File: src/common/trig_load_pkg.sv
// Package holding constants, register map and enumerations of the trigger and block load block
// ============================================================
package trig_load_pkg;
    // ============================================================
    // Register map (byte addresses, word aligned)
    localparam logic [5:0] CTRL_OFS   = 6'h00;
    localparam logic [5:0] COUNT_OFS  = 6'h04;
    localparam logic [5:0] TIMER_OFS  = 6'h08;
    localparam logic [5:0] SIZE_OFS   = 6'h0C;
    localparam logic [5:0] START_OFS  = 6'h10;
    localparam logic [5:0] STOP_OFS   = 6'h14;
    localparam logic [5:0] CMD_OFS    = 6'h18;
    localparam logic [5:0] STATUS_OFS = 6'h1C;
    localparam logic [5:0] SMBASE_OFS = 6'h20;
    // Control fields
    localparam int SRC_LSB = 0;      // 4-bit start source
    localparam int ADV_LSB = 4;      // 2-bit advance source
    localparam int POL_BIT = 8;
    localparam int GATE_BIT = 9;
    localparam int SEQ_BIT = 10;
    localparam int CONT_BIT = 11;
    // Command fields
    localparam int CMD_IMM = 0;
    localparam int CMD_BUS = 1;
    localparam int CMD_DEF = 2;
    localparam int CMD_LIM = 3;
    localparam int CMD_SHARED_MEMORY_SOURCE = 4;
    // Source codes
    localparam logic [3:0] SRC_FRONT = 4'h0;
    localparam logic [3:0] SRC_TIMER = 4'h1;
    localparam logic [3:0] SRC_CHAIN = 4'h2;
    localparam logic [3:0] SRC_ECHAIN = 4'h3;
    localparam logic [3:0] SRC_TTL0  = 4'h8;
    // Limits and defaults
    localparam logic [19:0] COUNT_MAX_FIXED = 20'hFFFFF;
    localparam logic [19:0] COUNT_MAX_SEQ   = 20'h10000;
    localparam logic [19:0] COUNT_RST       = 20'h00001;
    localparam logic [3:0]  SRC_RST         = SRC_TIMER;
    localparam int          WIN_GAP         = 8;
    localparam int          ADDR_W          = 17;
    localparam int          SAMPLE_W        = 12;
    localparam logic [7:0]  BLOCK_HASH      = 8'h23;
    localparam logic [7:0]  ASCII_ZERO      = 8'h30;
    // Timer: 2e-7 s steps, ticks at 125 MHz
    localparam real CLK_NS     = 8.0;
    localparam real TSTEP_NS   = 200.0;
    localparam int  TSTEP_CYC  = int'(TSTEP_NS / CLK_NS);
    localparam logic [35:0] TIMER_RST = 36'h000001388; // 1e-3 s in steps
    localparam logic [35:0] TIMER_MAX = 36'h0BA43B740; // 625 s in steps
    // Block parser states
    typedef enum logic [5:0] {
        BP_IDLE = 6'b000001,
        BP_NDIG = 6'b000010,
        BP_CNT  = 6'b000100,
        BP_HI   = 6'b001000,
        BP_LO   = 6'b010000,
        BP_SHARED_MEMORY_SOURCE = 6'b100000
    } bp_state_t;
endpackage

File: src/verilog/edge_sync.sv
// Two-flop synchroniser with polarity and rising-edge pulse
`timescale 1ns/1ns
`default_nettype none
module edge_sync (
    input  wire logic clk_i,
    input  wire logic rst_i,
    input  wire logic async_i,
    input  wire logic invert_i,
    output logic      level_o,
    output logic      pulse_o
);
    logic meta_reg;
    logic sync_reg;
    logic prev_reg;
    // ============================================================
    // Only sync_reg reads the first stage
    always_ff @(posedge clk_i) begin
        if (rst_i) begin
            meta_reg <= 1'b0;
            sync_reg <= 1'b0;
            prev_reg <= 1'b1; // Blocks a false edge when negative polarity is set
        end else begin
            meta_reg <= async_i;
            sync_reg <= meta_reg;
            prev_reg <= level_o;
        end
    end
    assign level_o = sync_reg ^ invert_i;
    assign pulse_o = level_o & ~prev_reg;
endmodule // edge_sync
`default_nettype wire

File: src/verilog/trig_load.sv
// Trigger control and binary block load engine
//
// Our own choices: register access over Avalon-MM and the address map.
`timescale 1ns/1ns
`default_nettype none
module trig_load
    import trig_load_pkg::*;
(
    input  wire logic                clk_i,
    input  wire logic                rst_i,
    // Avalon-MM slave
    input  wire logic [5:0]          avs_address,
    input  wire logic                avs_read,
    input  wire logic                avs_write,
    input  wire logic [31:0]         avs_writedata,
    input  wire logic [3:0]          avs_byteenable,
    output logic [31:0]              avs_readdata,
    output logic                     avs_waitrequest,
    // Trigger pins
    input  wire logic                front_trigger_input_i,
    input  wire logic                chain_left_i,
    input  wire logic                chain_end_i,
    input  wire logic [7:0]          ttl_trig_i,
    // Playback engine
    input  wire logic                pass_done_i,
    output logic                     play_o,
    output logic                     advance_o,
    output logic                     trig_pulse_o,
    // Host byte stream
    input  wire logic                host_valid_i,
    input  wire logic [7:0]          host_data_i,
    output logic                     host_ready_o,
    output logic                     parser_valid_o,
    output logic [7:0]               parser_data_o,
    // Shared memory read port
    output logic                     shared_memory_source_rd_o,
    output logic [ADDR_W-1:0]        shared_memory_source_addr_o,
    input  wire logic                shared_memory_source_rvalid_i,
    input  wire logic [15:0]         shared_memory_source_rdata_i,
    // Trace memory write port
    output logic                     tmem_we_o,
    output logic [ADDR_W-1:0]        tmem_addr_o,
    output logic [SAMPLE_W-1:0]      tmem_data_o
);
    // ============================================================
    // Registers
    logic [31:0]       ctrl_reg;
    logic [19:0]       count_reg;
    logic [35:0]       timer_reg;
    logic [ADDR_W:0]   size_reg;
    logic [ADDR_W-1:0] start_reg, stop_reg;
    logic [ADDR_W-1:0] smbase_reg;
    logic              defined_reg;
    logic              abort_reg;
    logic              ack_reg;
    logic              win_err_reg;
    logic [ADDR_W-1:0] new_start_reg, new_stop_reg;
    logic              wr_acc, rd_acc;
    logic              cmd_imm, cmd_bus;
    logic              busy;

    // Writes land at the edge where waitrequest is sampled low
    assign wr_acc = avs_write & ack_reg;
    assign rd_acc = avs_read & ~ack_reg;
    // One wait state per access keeps read data registered
    assign avs_waitrequest = (avs_read | avs_write) & ~ack_reg;
    assign cmd_imm = wr_acc && avs_address == CMD_OFS && avs_writedata[CMD_IMM];
    assign cmd_bus = wr_acc && avs_address == CMD_OFS && avs_writedata[CMD_BUS];

    always_ff @(posedge clk_i) begin
        if (rst_i) ack_reg <= 1'b0;
        else       ack_reg <= (avs_read | avs_write) & ~ack_reg;
    end

    // Byte enables honoured on the control register only
    always_ff @(posedge clk_i) begin
        if (rst_i) begin
            ctrl_reg <= 32'(SRC_RST);
        end else if (wr_acc && avs_address == CTRL_OFS) begin
            for (int b = 0; b < 4; b++)
                if (avs_byteenable[b]) ctrl_reg[b*8 +: 8] <= avs_writedata[b*8 +: 8];
        end
    end

    // Count clamped to the mode's range
    always_ff @(posedge clk_i) begin
        if (rst_i) begin
            count_reg <= COUNT_RST;
        end else if (wr_acc && avs_address == COUNT_OFS) begin
            if (avs_writedata[19:0] == 20'h00000)
                count_reg <= COUNT_RST;
            else if (ctrl_reg[SEQ_BIT] && avs_writedata[19:0] > COUNT_MAX_SEQ)
                count_reg <= COUNT_MAX_SEQ;
            else
                count_reg <= avs_writedata[19:0];
        end
    end

    // Timer period in 200 ns steps, 1 .. 4294967295
    always_ff @(posedge clk_i) begin
        if (rst_i) begin
            timer_reg <= TIMER_RST;
        end else if (wr_acc && avs_address == TIMER_OFS) begin
            if (avs_writedata == 32'h00000000)
                timer_reg <= 36'h000000001;
            else
                timer_reg <= {4'h0, avs_writedata};
        end
    end

    always_ff @(posedge clk_i) begin
        if (rst_i) begin
            size_reg <= '0;
            smbase_reg <= '0;
            new_start_reg <= '0;
            new_stop_reg <= '0;
        end else if (wr_acc) begin
            if (avs_address == SIZE_OFS)   size_reg <= avs_writedata[ADDR_W:0];
            if (avs_address == START_OFS)  new_start_reg <= avs_writedata[ADDR_W-1:0];
            if (avs_address == STOP_OFS)   new_stop_reg <= avs_writedata[ADDR_W-1:0];
            if (avs_address == SMBASE_OFS) smbase_reg <= avs_writedata[ADDR_W-1:0];
        end
    end

    // Define sets full window; limits checked before accept
    always_ff @(posedge clk_i) begin
        if (rst_i) begin
            defined_reg <= 1'b0;
            start_reg <= '0;
            stop_reg <= '0;
            win_err_reg <= 1'b0;
        end else if (wr_acc && avs_address == CMD_OFS && !busy) begin
            if (avs_writedata[CMD_DEF] && size_reg > (ADDR_W+1)'(WIN_GAP)) begin
                defined_reg <= 1'b1;
                start_reg <= '0;
                stop_reg <= ADDR_W'(size_reg - 1'b1);
            end else if (avs_writedata[CMD_LIM]) begin
                if ({1'b0, new_stop_reg} > {1'b0, new_start_reg} + (ADDR_W+1)'(WIN_GAP)
                    && {1'b0, new_stop_reg} < size_reg) begin
                    start_reg <= new_start_reg;
                    stop_reg <= new_stop_reg;
                    win_err_reg <= 1'b0;
                end else begin
                    win_err_reg <= 1'b1;
                end
            end
        end
    end

    // ============================================================
    // Trigger inputs
    logic [11:0] sync_lvl, sync_pls;
    logic [11:0] raw_in;
    assign raw_in = {ttl_trig_i, chain_end_i, chain_left_i, 1'b0, front_trigger_input_i};
    for (genvar g = 0; g < 12; g++) begin : g_sync
        edge_sync u_sync (
            .clk_i    (clk_i),
            .rst_i    (rst_i),
            .async_i  (raw_in[g]),
            .invert_i (ctrl_reg[POL_BIT]),
            .level_o  (sync_lvl[g]),
            .pulse_o  (sync_pls[g])
        );
    end

    // Internal periodic timer
    logic [4:0]  pre_reg;
    logic [35:0] tcnt_reg;
    logic        tick;
    assign tick = (pre_reg == 5'(TSTEP_CYC - 1)) && (tcnt_reg >= timer_reg - 1'b1);
    always_ff @(posedge clk_i) begin
        if (rst_i) begin
            pre_reg <= '0;
            tcnt_reg <= '0;
        end else if (pre_reg == 5'(TSTEP_CYC - 1)) begin
            pre_reg <= '0;
            tcnt_reg <= tick ? '0 : tcnt_reg + 1'b1;
        end else begin
            pre_reg <= pre_reg + 1'b1;
        end
    end

    // Source selection; timer replaces the unused pin slot
    logic [3:0] src;
    logic [1:0] adv;
    logic       src_hit, adv_hit, gated;
    assign src = ctrl_reg[SRC_LSB +: 4];
    assign adv = ctrl_reg[ADV_LSB +: 2];
    always_comb begin
        src_hit = 1'b0;
        case (src)
            SRC_FRONT:  src_hit = sync_pls[0];
            SRC_TIMER:  src_hit = tick;
            SRC_CHAIN:  src_hit = sync_pls[2];
            SRC_ECHAIN: src_hit = sync_pls[3];
            default:    src_hit = src[3] ? sync_pls[4 + src[2:0]] : 1'b0;
        endcase
    end
    always_comb begin
        adv_hit = 1'b0;
        case (adv)
            2'h0:    adv_hit = sync_pls[0];
            2'h1:    adv_hit = tick;
            2'h2:    adv_hit = sync_pls[2];
            default: adv_hit = sync_pls[3];
        endcase
    end
    assign gated = ctrl_reg[GATE_BIT] && src == SRC_FRONT;

    // ============================================================
    // Counted replay
    logic [19:0] left_reg;
    logic        run_reg;
    logic        fire;
    assign fire = src_hit | cmd_imm | cmd_bus;
    always_ff @(posedge clk_i) begin
        if (rst_i) begin
            left_reg <= '0;
            run_reg <= 1'b0;
        end else if (!run_reg && fire && !gated) begin
            run_reg <= 1'b1;
            left_reg <= count_reg;
        end else if (run_reg && pass_done_i) begin
            if (left_reg == 20'h00001 && !ctrl_reg[CONT_BIT]) run_reg <= 1'b0;
            if (left_reg != 20'h00001) left_reg <= left_reg - 1'b1;
        end
    end
    // Later triggers fall through while running
    always_ff @(posedge clk_i) begin
        if (rst_i) trig_pulse_o <= 1'b0;
        else       trig_pulse_o <= fire & ~run_reg & ~gated;
    end
    assign play_o = gated ? sync_lvl[0] : run_reg;
    assign advance_o = run_reg & ctrl_reg[SEQ_BIT] & adv_hit;

    // ============================================================
    // Block parser
    bp_state_t         st_reg;
    logic [3:0]        ndig_reg;
    logic [23:0]       bcnt_reg;
    logic [ADDR_W-1:0] ptr_reg;
    logic [3:0]        hi_reg;
    logic [ADDR_W:0]   win_pts;
    logic              is_digit;
    assign win_pts = {1'b0, stop_reg} - {1'b0, start_reg} + 1'b1;
    assign is_digit = host_data_i >= ASCII_ZERO && host_data_i <= ASCII_ZERO + 8'h09;
    assign busy = st_reg != BP_IDLE;
    assign host_ready_o = st_reg != BP_SHARED_MEMORY_SOURCE;
    // Bytes outside a block go to the command parser
    assign parser_valid_o = host_valid_i && (st_reg == BP_IDLE) && !(host_data_i == BLOCK_HASH
                            && defined_reg);
    assign parser_data_o = host_data_i;
    assign shared_memory_source_rd_o = st_reg == BP_SHARED_MEMORY_SOURCE && !shared_memory_source_rvalid_i;
    assign shared_memory_source_addr_o = smbase_reg + ptr_reg - start_reg;

    always_ff @(posedge clk_i) begin
        if (rst_i) begin
            st_reg <= BP_IDLE;
            ndig_reg <= '0;
            bcnt_reg <= '0;
            ptr_reg <= '0;
            hi_reg <= '0;
            abort_reg <= 1'b0;
            tmem_we_o <= 1'b0;
            tmem_addr_o <= '0;
            tmem_data_o <= '0;
        end else begin
            tmem_we_o <= 1'b0;
            case (st_reg)
                BP_IDLE: begin
                    ptr_reg <= start_reg;
                    if (cmd_imm == 1'b0 && wr_acc && avs_address == CMD_OFS
                        && avs_writedata[CMD_SHARED_MEMORY_SOURCE] && defined_reg)
                        st_reg <= BP_SHARED_MEMORY_SOURCE;
                    else if (host_valid_i && host_data_i == BLOCK_HASH && defined_reg)
                        st_reg <= BP_NDIG;
                end
                BP_NDIG: if (host_valid_i) begin
                    ndig_reg <= host_data_i[3:0];
                    bcnt_reg <= '0;
                    if (is_digit && host_data_i != ASCII_ZERO) st_reg <= BP_CNT;
                    else begin st_reg <= BP_IDLE; abort_reg <= 1'b1; end
                end
                BP_CNT: if (host_valid_i) begin
                    bcnt_reg <= 24'(bcnt_reg * 10 + host_data_i[3:0]);
                    ndig_reg <= ndig_reg - 1'b1;
                    if (!is_digit) begin st_reg <= BP_IDLE; abort_reg <= 1'b1; end
                    else if (ndig_reg == 4'h1) begin
                        // Count must be twice the window
                        if (24'(bcnt_reg * 10 + host_data_i[3:0]) == 24'({win_pts, 1'b0})) begin
                            st_reg <= BP_HI;
                            abort_reg <= 1'b0;
                        end else begin
                            st_reg <= BP_IDLE;
                            abort_reg <= 1'b1;
                        end
                    end
                end
                BP_HI: if (host_valid_i) begin
                    hi_reg <= host_data_i[3:0];
                    st_reg <= BP_LO;
                end
                BP_LO: if (host_valid_i) begin
                    tmem_we_o <= 1'b1;
                    tmem_addr_o <= ptr_reg;
                    tmem_data_o <= {hi_reg, host_data_i};
                    ptr_reg <= ptr_reg + 1'b1;
                    st_reg <= (ptr_reg == stop_reg) ? BP_IDLE : BP_HI;
                end
                BP_SHARED_MEMORY_SOURCE: if (shared_memory_source_rvalid_i) begin
                    tmem_we_o <= 1'b1;
                    tmem_addr_o <= ptr_reg;
                    tmem_data_o <= shared_memory_source_rdata_i[SAMPLE_W-1:0];
                    ptr_reg <= ptr_reg + 1'b1;
                    if (ptr_reg == stop_reg) st_reg <= BP_IDLE;
                end
                default: st_reg <= BP_IDLE;
            endcase
        end
    end

    // ============================================================
    // Read mux
    always_ff @(posedge clk_i) begin
        if (rst_i) begin
            avs_readdata <= '0;
        end else if (rd_acc) begin
            case (avs_address)
                CTRL_OFS:   avs_readdata <= ctrl_reg;
                COUNT_OFS:  avs_readdata <= {12'h000, count_reg};
                TIMER_OFS:  avs_readdata <= timer_reg[31:0];
                SIZE_OFS:   avs_readdata <= 32'(size_reg);
                START_OFS:  avs_readdata <= 32'(start_reg);
                STOP_OFS:   avs_readdata <= 32'(stop_reg);
                STATUS_OFS: avs_readdata <= {24'h000000, st_reg[0] ? 1'b0 : 1'b1,
                                             win_err_reg, abort_reg, defined_reg,
                                             gated, play_o, run_reg, busy};
                SMBASE_OFS: avs_readdata <= 32'(smbase_reg);
                default:    avs_readdata <= 32'h00000000;
            endcase
        end
    end
endmodule // trig_load
`default_nettype wire

File: config.mk
export PLATFORM = sky130hd
export DESIGN_NAME = trig_load
export DESIGN_NICKNAME = d
export VERILOG_FILES = /design/src/common/trig_load_pkg.sv /design/src/verilog/edge_sync.sv /design/src/verilog/trig_load.sv
export SDC_FILE = /design/constraint.sdc
export NUM_CORES = 1
export LEC_CHECK = 0
export BUFFER_PORTS_ARGS = -buffer_cell sky130_fd_sc_hd__buf_4
export CAP_MARGIN = 20
export CELL_PAD_IN_SITES_DETAIL_PLACEMENT = 0
export CELL_PAD_IN_SITES_GLOBAL_PLACEMENT = 1
export CORE_MARGIN = 1.5
export CORE_UTILIZATION = 35
export DETAILED_ROUTE_END_ITERATION = 7
export HOLD_SLACK_MARGIN = 0.02
export PLACE_DENSITY = 0.7
export SLEW_MARGIN = 20
export SYNTH_ARGS = -nofsm -noshare
export SYNTH_HDL_FRONTEND = slang
export SYNTH_SLANG_ARGS = --single-unit
File: constraint.sdc
create_clock -name clk_i -period 4.4 [get_ports clk_i]
set_clock_uncertainty 0.05 [all_clocks]
set_input_delay 0.44 -clock clk_i [delete_from_list [all_inputs] [get_ports clk_i]]
set_output_delay 0.44 -clock clk_i [all_outputs]
set_load 0.1 [all_outputs]
==> flow_summary.ini, run 1 <==
[run_status]
status = complete, but fails checks
violations = setup timing

[worst_setup_path]
worst-path-max-fanout = 4
critical_path_required_ns = 3.91
cp_top_family = simple AND/OR/NAND/NOR gates
cp-end-kind = primary output
path_cells = or4_4, nor4_4, nand3_2, or2_4, nand2b_4, or2_4, nor4_4, xnor2_1, ha_1, nand4_1, nor4_1, nand3_1, a21oi_2, o31a_1, and2_4, a211oi_4, a211oi_4, buf_12
path_buf_inv = 1
crit_path_max_incr_delay_ns = 0.55
worstSetupPathType = flip-flop to primary output
cp-start-kind = flip-flop
r2r_slack_ns = -0.33
slowest_stage = or4_4
crit_arrival_ns = 4.66

[routing]
viasPerCell = 5.482
routedWlPerCell_um = 21.06
drc_errors = 0
dr.pass1.iters = 7
num_vias = 23580
drtIter0Drc = 1935
drt-total-wl_um = 90580
ant_nets = 0

[yosys]
synthCells = 3086
yosysSeqAreaShare = 0.3286
synth_area_leaders = dfxtp_1 33%, ha_1 8.8%, nand2_1 6.8%
syn_area_um2 = 24550
ys_seq_elements = 403
synth_common_cells = 447 x nand2_1, 403 x dfxtp_1, 298 x nor2_1
syn-num-nets = 3362
synth_edf_count = 0
yosys_warnings = 0
async_reset_ff_frac = 0
synth_top_area_frac = 0.3286
netlist.top_cell.by_area = dfxtp_1
ys_types = 88
yosysMostFrequentCell = nand2_1
synth-main-ff-cell = dfxtp_1
syn_avg_cell_area_um2 = 7.955

[cells_and_area]
drive_gt1_frac = 0.1724
antenna_cells = 0
fin_util = 0.4373
final_cells = 4301
area_growth_pct = 23.03
nNetsFinal = 3610
largest_register_ffs = 36
final_area_um2 = 30200

[die]
coreArea_um2 = 69070
std_cell_rows = 96
initial_core_util = 0.3555
ios = 178
die_y_um = 267.8
die_width_um = 267.8
dieArea_um2 = 71740

[cts]
clock_path_buffers = 3
cts_root_buf = clkbuf_16
cts_inserted_buffers = 49
cts.clk_slew.worst_paths_ns = 0.06
clk_latency_ns = 0.62
tritoncts = yes
h-tree-depth = 2
clkSinkCount = 403

[global_route]
grt_use_total = 0.2455
use_met3 = 0.03216
grt_pass1_vias = 22724
grt_busiest_layer = met2
grt_max_degree = 120
antenna_found_initial = 2
grtUsageMet1 = 0.3327
grt_pass1_wl_um = 136100
overflow = 0
grt_use_met2 = 0.3980

[sta]
rsz0062_at_grt = yes
min_period_ns = 5.147
post-route-period-util = 1.170
worst_pin_slew_ns = 0.9931
setup_ws_ns = -0.7472
slew_headroom = 0.3361
holdWs_ns = 0.05094
hold_viol = 0
setup_viol = 25
max_freq_ghz = 0.1943
setup-tns-final_ns = -6.272
slew_violations = 0

[worst_hold_path]
hold_class = primary input to flip-flop

[power]
ir_drop_v = 0.001150
leakage_nw = 12.17
powerDensity_nw_per_um2 = 417.4

[place]
place_area_um2 = 27680
placed_cells = 4174
place.gp.congestion = 0.9396
dpl.hpwl_um = 67570
portBuffers = 173

[job]
maxCapViolCount = 0
==> final cells by class <==
| cell class | count | area [um^2] |
|---|---|---|
| Fill cell | 6821 | 38860 |
| Multi-Input combinational cell | 2359 | 15730 |
| Sequential cell | 403 | 8078 |
| Timing Repair Buffer | 372 | 2977 |
| Clock buffer | 65 | 1386 |
| Tap cell | 931 | 1165 |
| Inverter | 149 | 559.3 |
| Clock inverter | 22 | 314.1 |
==> worst min-delay path, delay by kind of cell <==
family                 cells  cell delay (ns)
buffers and inverters      1             0.12
AND/OR/NAND/NOR            1             0.05
AO/OA/AOI/OAI              1             0.05
==> metal layers <==
layer	part of all wire	up-vias
met2	0.46	802
met3	0.058	158
li1	-	11305
met5	0	-
met1	0.45	11315
met4	0.035	0
==> repair_timing <==
item,CTS,global route
gates resized for setup,64,49
setup endpoints to repair,39,65
hold buffers,11,0
gates cloned,2,0
hold endpoints to repair,11,0
setup buffers,15,12
pin swaps,43,35
==> stage by stage <==
stage          worst slack [ns]  total power [mW]
2_1_floorplan           -0.4437             6.955
3_3_place_gp            -0.4320             7.881
3_5_place_dp            -0.5154             7.901
4_1_cts                 -0.8022             12.52
5_1_grt                 -0.8921             13.05
6_report                -0.7472             12.61
==> layout by cell type (no fill, tap or decap), types with 58 or more instances in the layout <==
cell and instances:
a21oi_1 243, o21ai_0 77, nor2_1 293, nand2_1 447, dfxtp_1 395, a22oi_1 63, buf_4 344, inv_1 145
xnor2_1 123, mux2i_1 58, xor2_1 77, ha_1 170, nand3_1 131
==> final timing paths <==
path / start / to / depth (start not counted)
worst max register to register: timer_reg[6] / left_reg[13] / 22
worst min register to register: g_sync[0].u_sync.meta_reg / g_sync[0].u_sync.sync_reg / 1
worst max-delay path: timer_reg[6] / advance_o / 18
worst min-delay path: avs_writedata[31] / timer_reg[31] / 3
==> power by group <==
group | leakage [nW] | internal [mW] | total (mW) | switching [mW]
combinational | 8.08 | 1.40 | 4.49 | 3.10
clock | 0.829 | 2.57 | 4.30 | 1.72
sequential | 3.26 | 3.72 | 3.81 | 0.0936
==> logic make-up (layout without fill, tap and decap cells) <==
logic type	Yosys count	in the layout	share of synthesized area
buffers and inverters	324	608	0.05178
XOR/XNOR	215	215	0.07900
flip-flops	403	403	0.3286
AO/OA/AOI/OAI	652	652	0.1722
adder cells (fa/ha/maj)	192	192	0.1037
AND/OR/NAND/NOR	1227	1227	0.2333
multiplexers	73	73	0.03145
Note: power is estimated with default switching activity, not from simulation.
==> run 2: changes to the inputs <==
- GPL_TIMING_DRIVEN: not set -> 0
- PLACE_DENSITY: 0.7 -> 0.67
- clock period: 4.4 -> 5.97 ns (I/O delays scaled with it)
==> run 2 against run 1 <==
Against the previous run:
- the flow finishes with violations (DRC)
- largest power group is now the clock network
- setup slack gained 0.99 ns
- die area stayed put
- via count hardly changed
- critical path type unchanged
==> flow_summary.ini, run 2 (synthesis results as in run 1) <==
[run_status]
status = complete, but fails checks
violations = DRC

[routing]
num_vias = 23603
dr.pass1.iters = 8
viasPerCell = 5.537
drt-total-wl_um = 96380
drc_errors = 4
routedWlPerCell_um = 22.61
drtIter0Drc = 2172
ant_nets = 0

[cells_and_area]
final_common_cell = nand2_1
nNetsFinal = 3566
area_growth_pct = 17.07
final_cell_mix = 447 x nand2_1, 400 x dfxtp_1, 297 x nor2_1, 254 x a21oi_1, 173 x ha_1
largest_register_ffs = 36
drive_gt1_frac = 0.09973
fin_util = 0.4161

[die]
initial_core_util = 0.3555
die_y_um = 267.8
ios = 178
coreArea_um2 = 69070
std_cell_rows = 96
die_width_um = 267.8
dieArea_um2 = 71740

[power]
powerDensity_nw_per_um2 = 310.0
leakage_nw = 11.19
ir_drop_v = 0.0009562

[cts]
cts_root_buf = clkbuf_16
h-tree-depth = 2
tritoncts = yes
clock_path_buffers = 3
cts.clk_slew.worst_paths_ns = 0.06
clk_latency_ns = 0.60
cts_hold_buf = 0
cts_inserted_buffers = 49
clkSinkCount = 403

[global_route]
grt_use_total = 0.2639
antenna_found_initial = 0
overflow = 0
use_met3 = 0.03711
grt_max_degree = 13
grt_pass1_wl_um = 142600
grt_use_met2 = 0.4184
grt_pass1_vias = 22683
grtUsageMet1 = 0.3550
grt_busiest_layer = met2

[worst_setup_path]
critical_path_required_ns = 5.32
slowest_stage = or4_4
worstSetupPathType = flip-flop to primary output
cp-start-kind = flip-flop
worst-path-max-fanout = 6
path_cells = or4_4, nor4_4, nand3_2, or2_4, nand2b_4, or2_4, nor4_4, xnor2_1, ha_1, nand4_1, nor4_2, nand3_1, a21oi_1, o31a_2, and2_4, a211oi_1, a211oi_2, buf_6
cp-end-kind = primary output
crit_path_max_incr_delay_ns = 0.56
crit_arrival_ns = 5.08

[sta]
setup-tns-final_ns = 0
hold_viol = 0
setup_viol = 0
slew_headroom = 0.2010
worst_pin_slew_ns = 1.198
max_freq_ghz = 0.1746
post-route-period-util = 0.9592
min_period_ns = 5.727
setup_ws_ns = 0.2434
rsz0062_at_grt = no
slew_violations = 0
holdWs_ns = 0.1685

[place]
dpl.hpwl_um = 75350
portBuffers = 149
place.gp.congestion = 0.9761
dp_worst_setup_slack_ns = -0.07711

[worst_hold_path]
hold_class = primary input to flip-flop

[job]
maxCapViolCount = 0
## run 2: changes by cell type in the layout (fill, tap and decap cells not counted), sizes merged
cell	previous run	this run
buf	359	189
clkbuf	65	203
dlygate4sd3	11	0
clkinv	10	13
diode	0	3
bufbuf	2	0
bufinv	6	8
inv	151	149
clkinvlp	4	5
## run 2: final timing paths
| check | start | slack (ns) | depth (start not counted) | end |
|---|---|---|---|---|
| worst max-delay path | timer_reg[7] | 0.24 | 18 | advance_o |
| worst min-delay path | chain_left_i | 0.17 | 2 | g_sync[2].u_sync.meta_reg |
| worst min register to register | g_sync[2].u_sync.meta_reg | 0.39 | 1 | g_sync[2].u_sync.sync_reg |
| worst max register to register | timer_reg[7] | 0.57 | 19 | left_reg[17] |
## run 2: power breakdown
group / internal (mW) / leakage [nW] / switching (mW)
Clock: 1.99 / 0.854 / 1.28
Sequential: 2.74 / 3.26 / 0.0880
Combinational: 0.674 / 7.08 / 2.14
## run 2: routing by layer
metal,vias to the layer above,share of wire
met4,0,0.045
met1,11367,0.45
met5,-,0
li1,11223,-
met2,818,0.45
met3,195,0.063
## run 2: critical path, delay by kind of cell, from the launching register on
family          cells  cell delay [ns]
simple gates       11             2.62
compound gates      4             0.75
flops               1             0.38
fa+ha+maj           1             0.31
buf+inv             1             0.26
xor+xnor            1             0.13
## run 2: repair_timing
item,4_1_cts,5_1_grt
hold endpoints to repair,0,0
setup buffers,1,2
setup endpoints to repair,31,1
pin swaps,4,11
gates resized for setup,8,15
## run 2: cell type report
| cell class | count | area (um^2) |
|---|---|---|
| antenna | 3 | 7.507 |
| buffer | 175 | 713.2 |
| clock buffer | 64 | 1394 |
| clock inverter | 26 | 354.1 |
| fill | 7047 | 40320 |
| inverter | 149 | 559.3 |
| multi-input combinational | 2359 | 15320 |
| sequential | 403 | 8077 |
| tap | 931 | 1165 |
| timing repair buffer | 153 | 1150 |
## run 2: metrics by stage
stage / instance area (um^2) / power (mW) / cells
6_report: 28740 / 8.910 / 4263
5_1_grt: 28730 / 9.202 / 4260
3_3_place_gp: 26840 / 5.689 / 4166
3_5_place_dp: 26860 / 5.691 / 4167
2_1_floorplan: 24550 / 5.030 / 3086
4_1_cts: 28650 / 8.972 / 4258
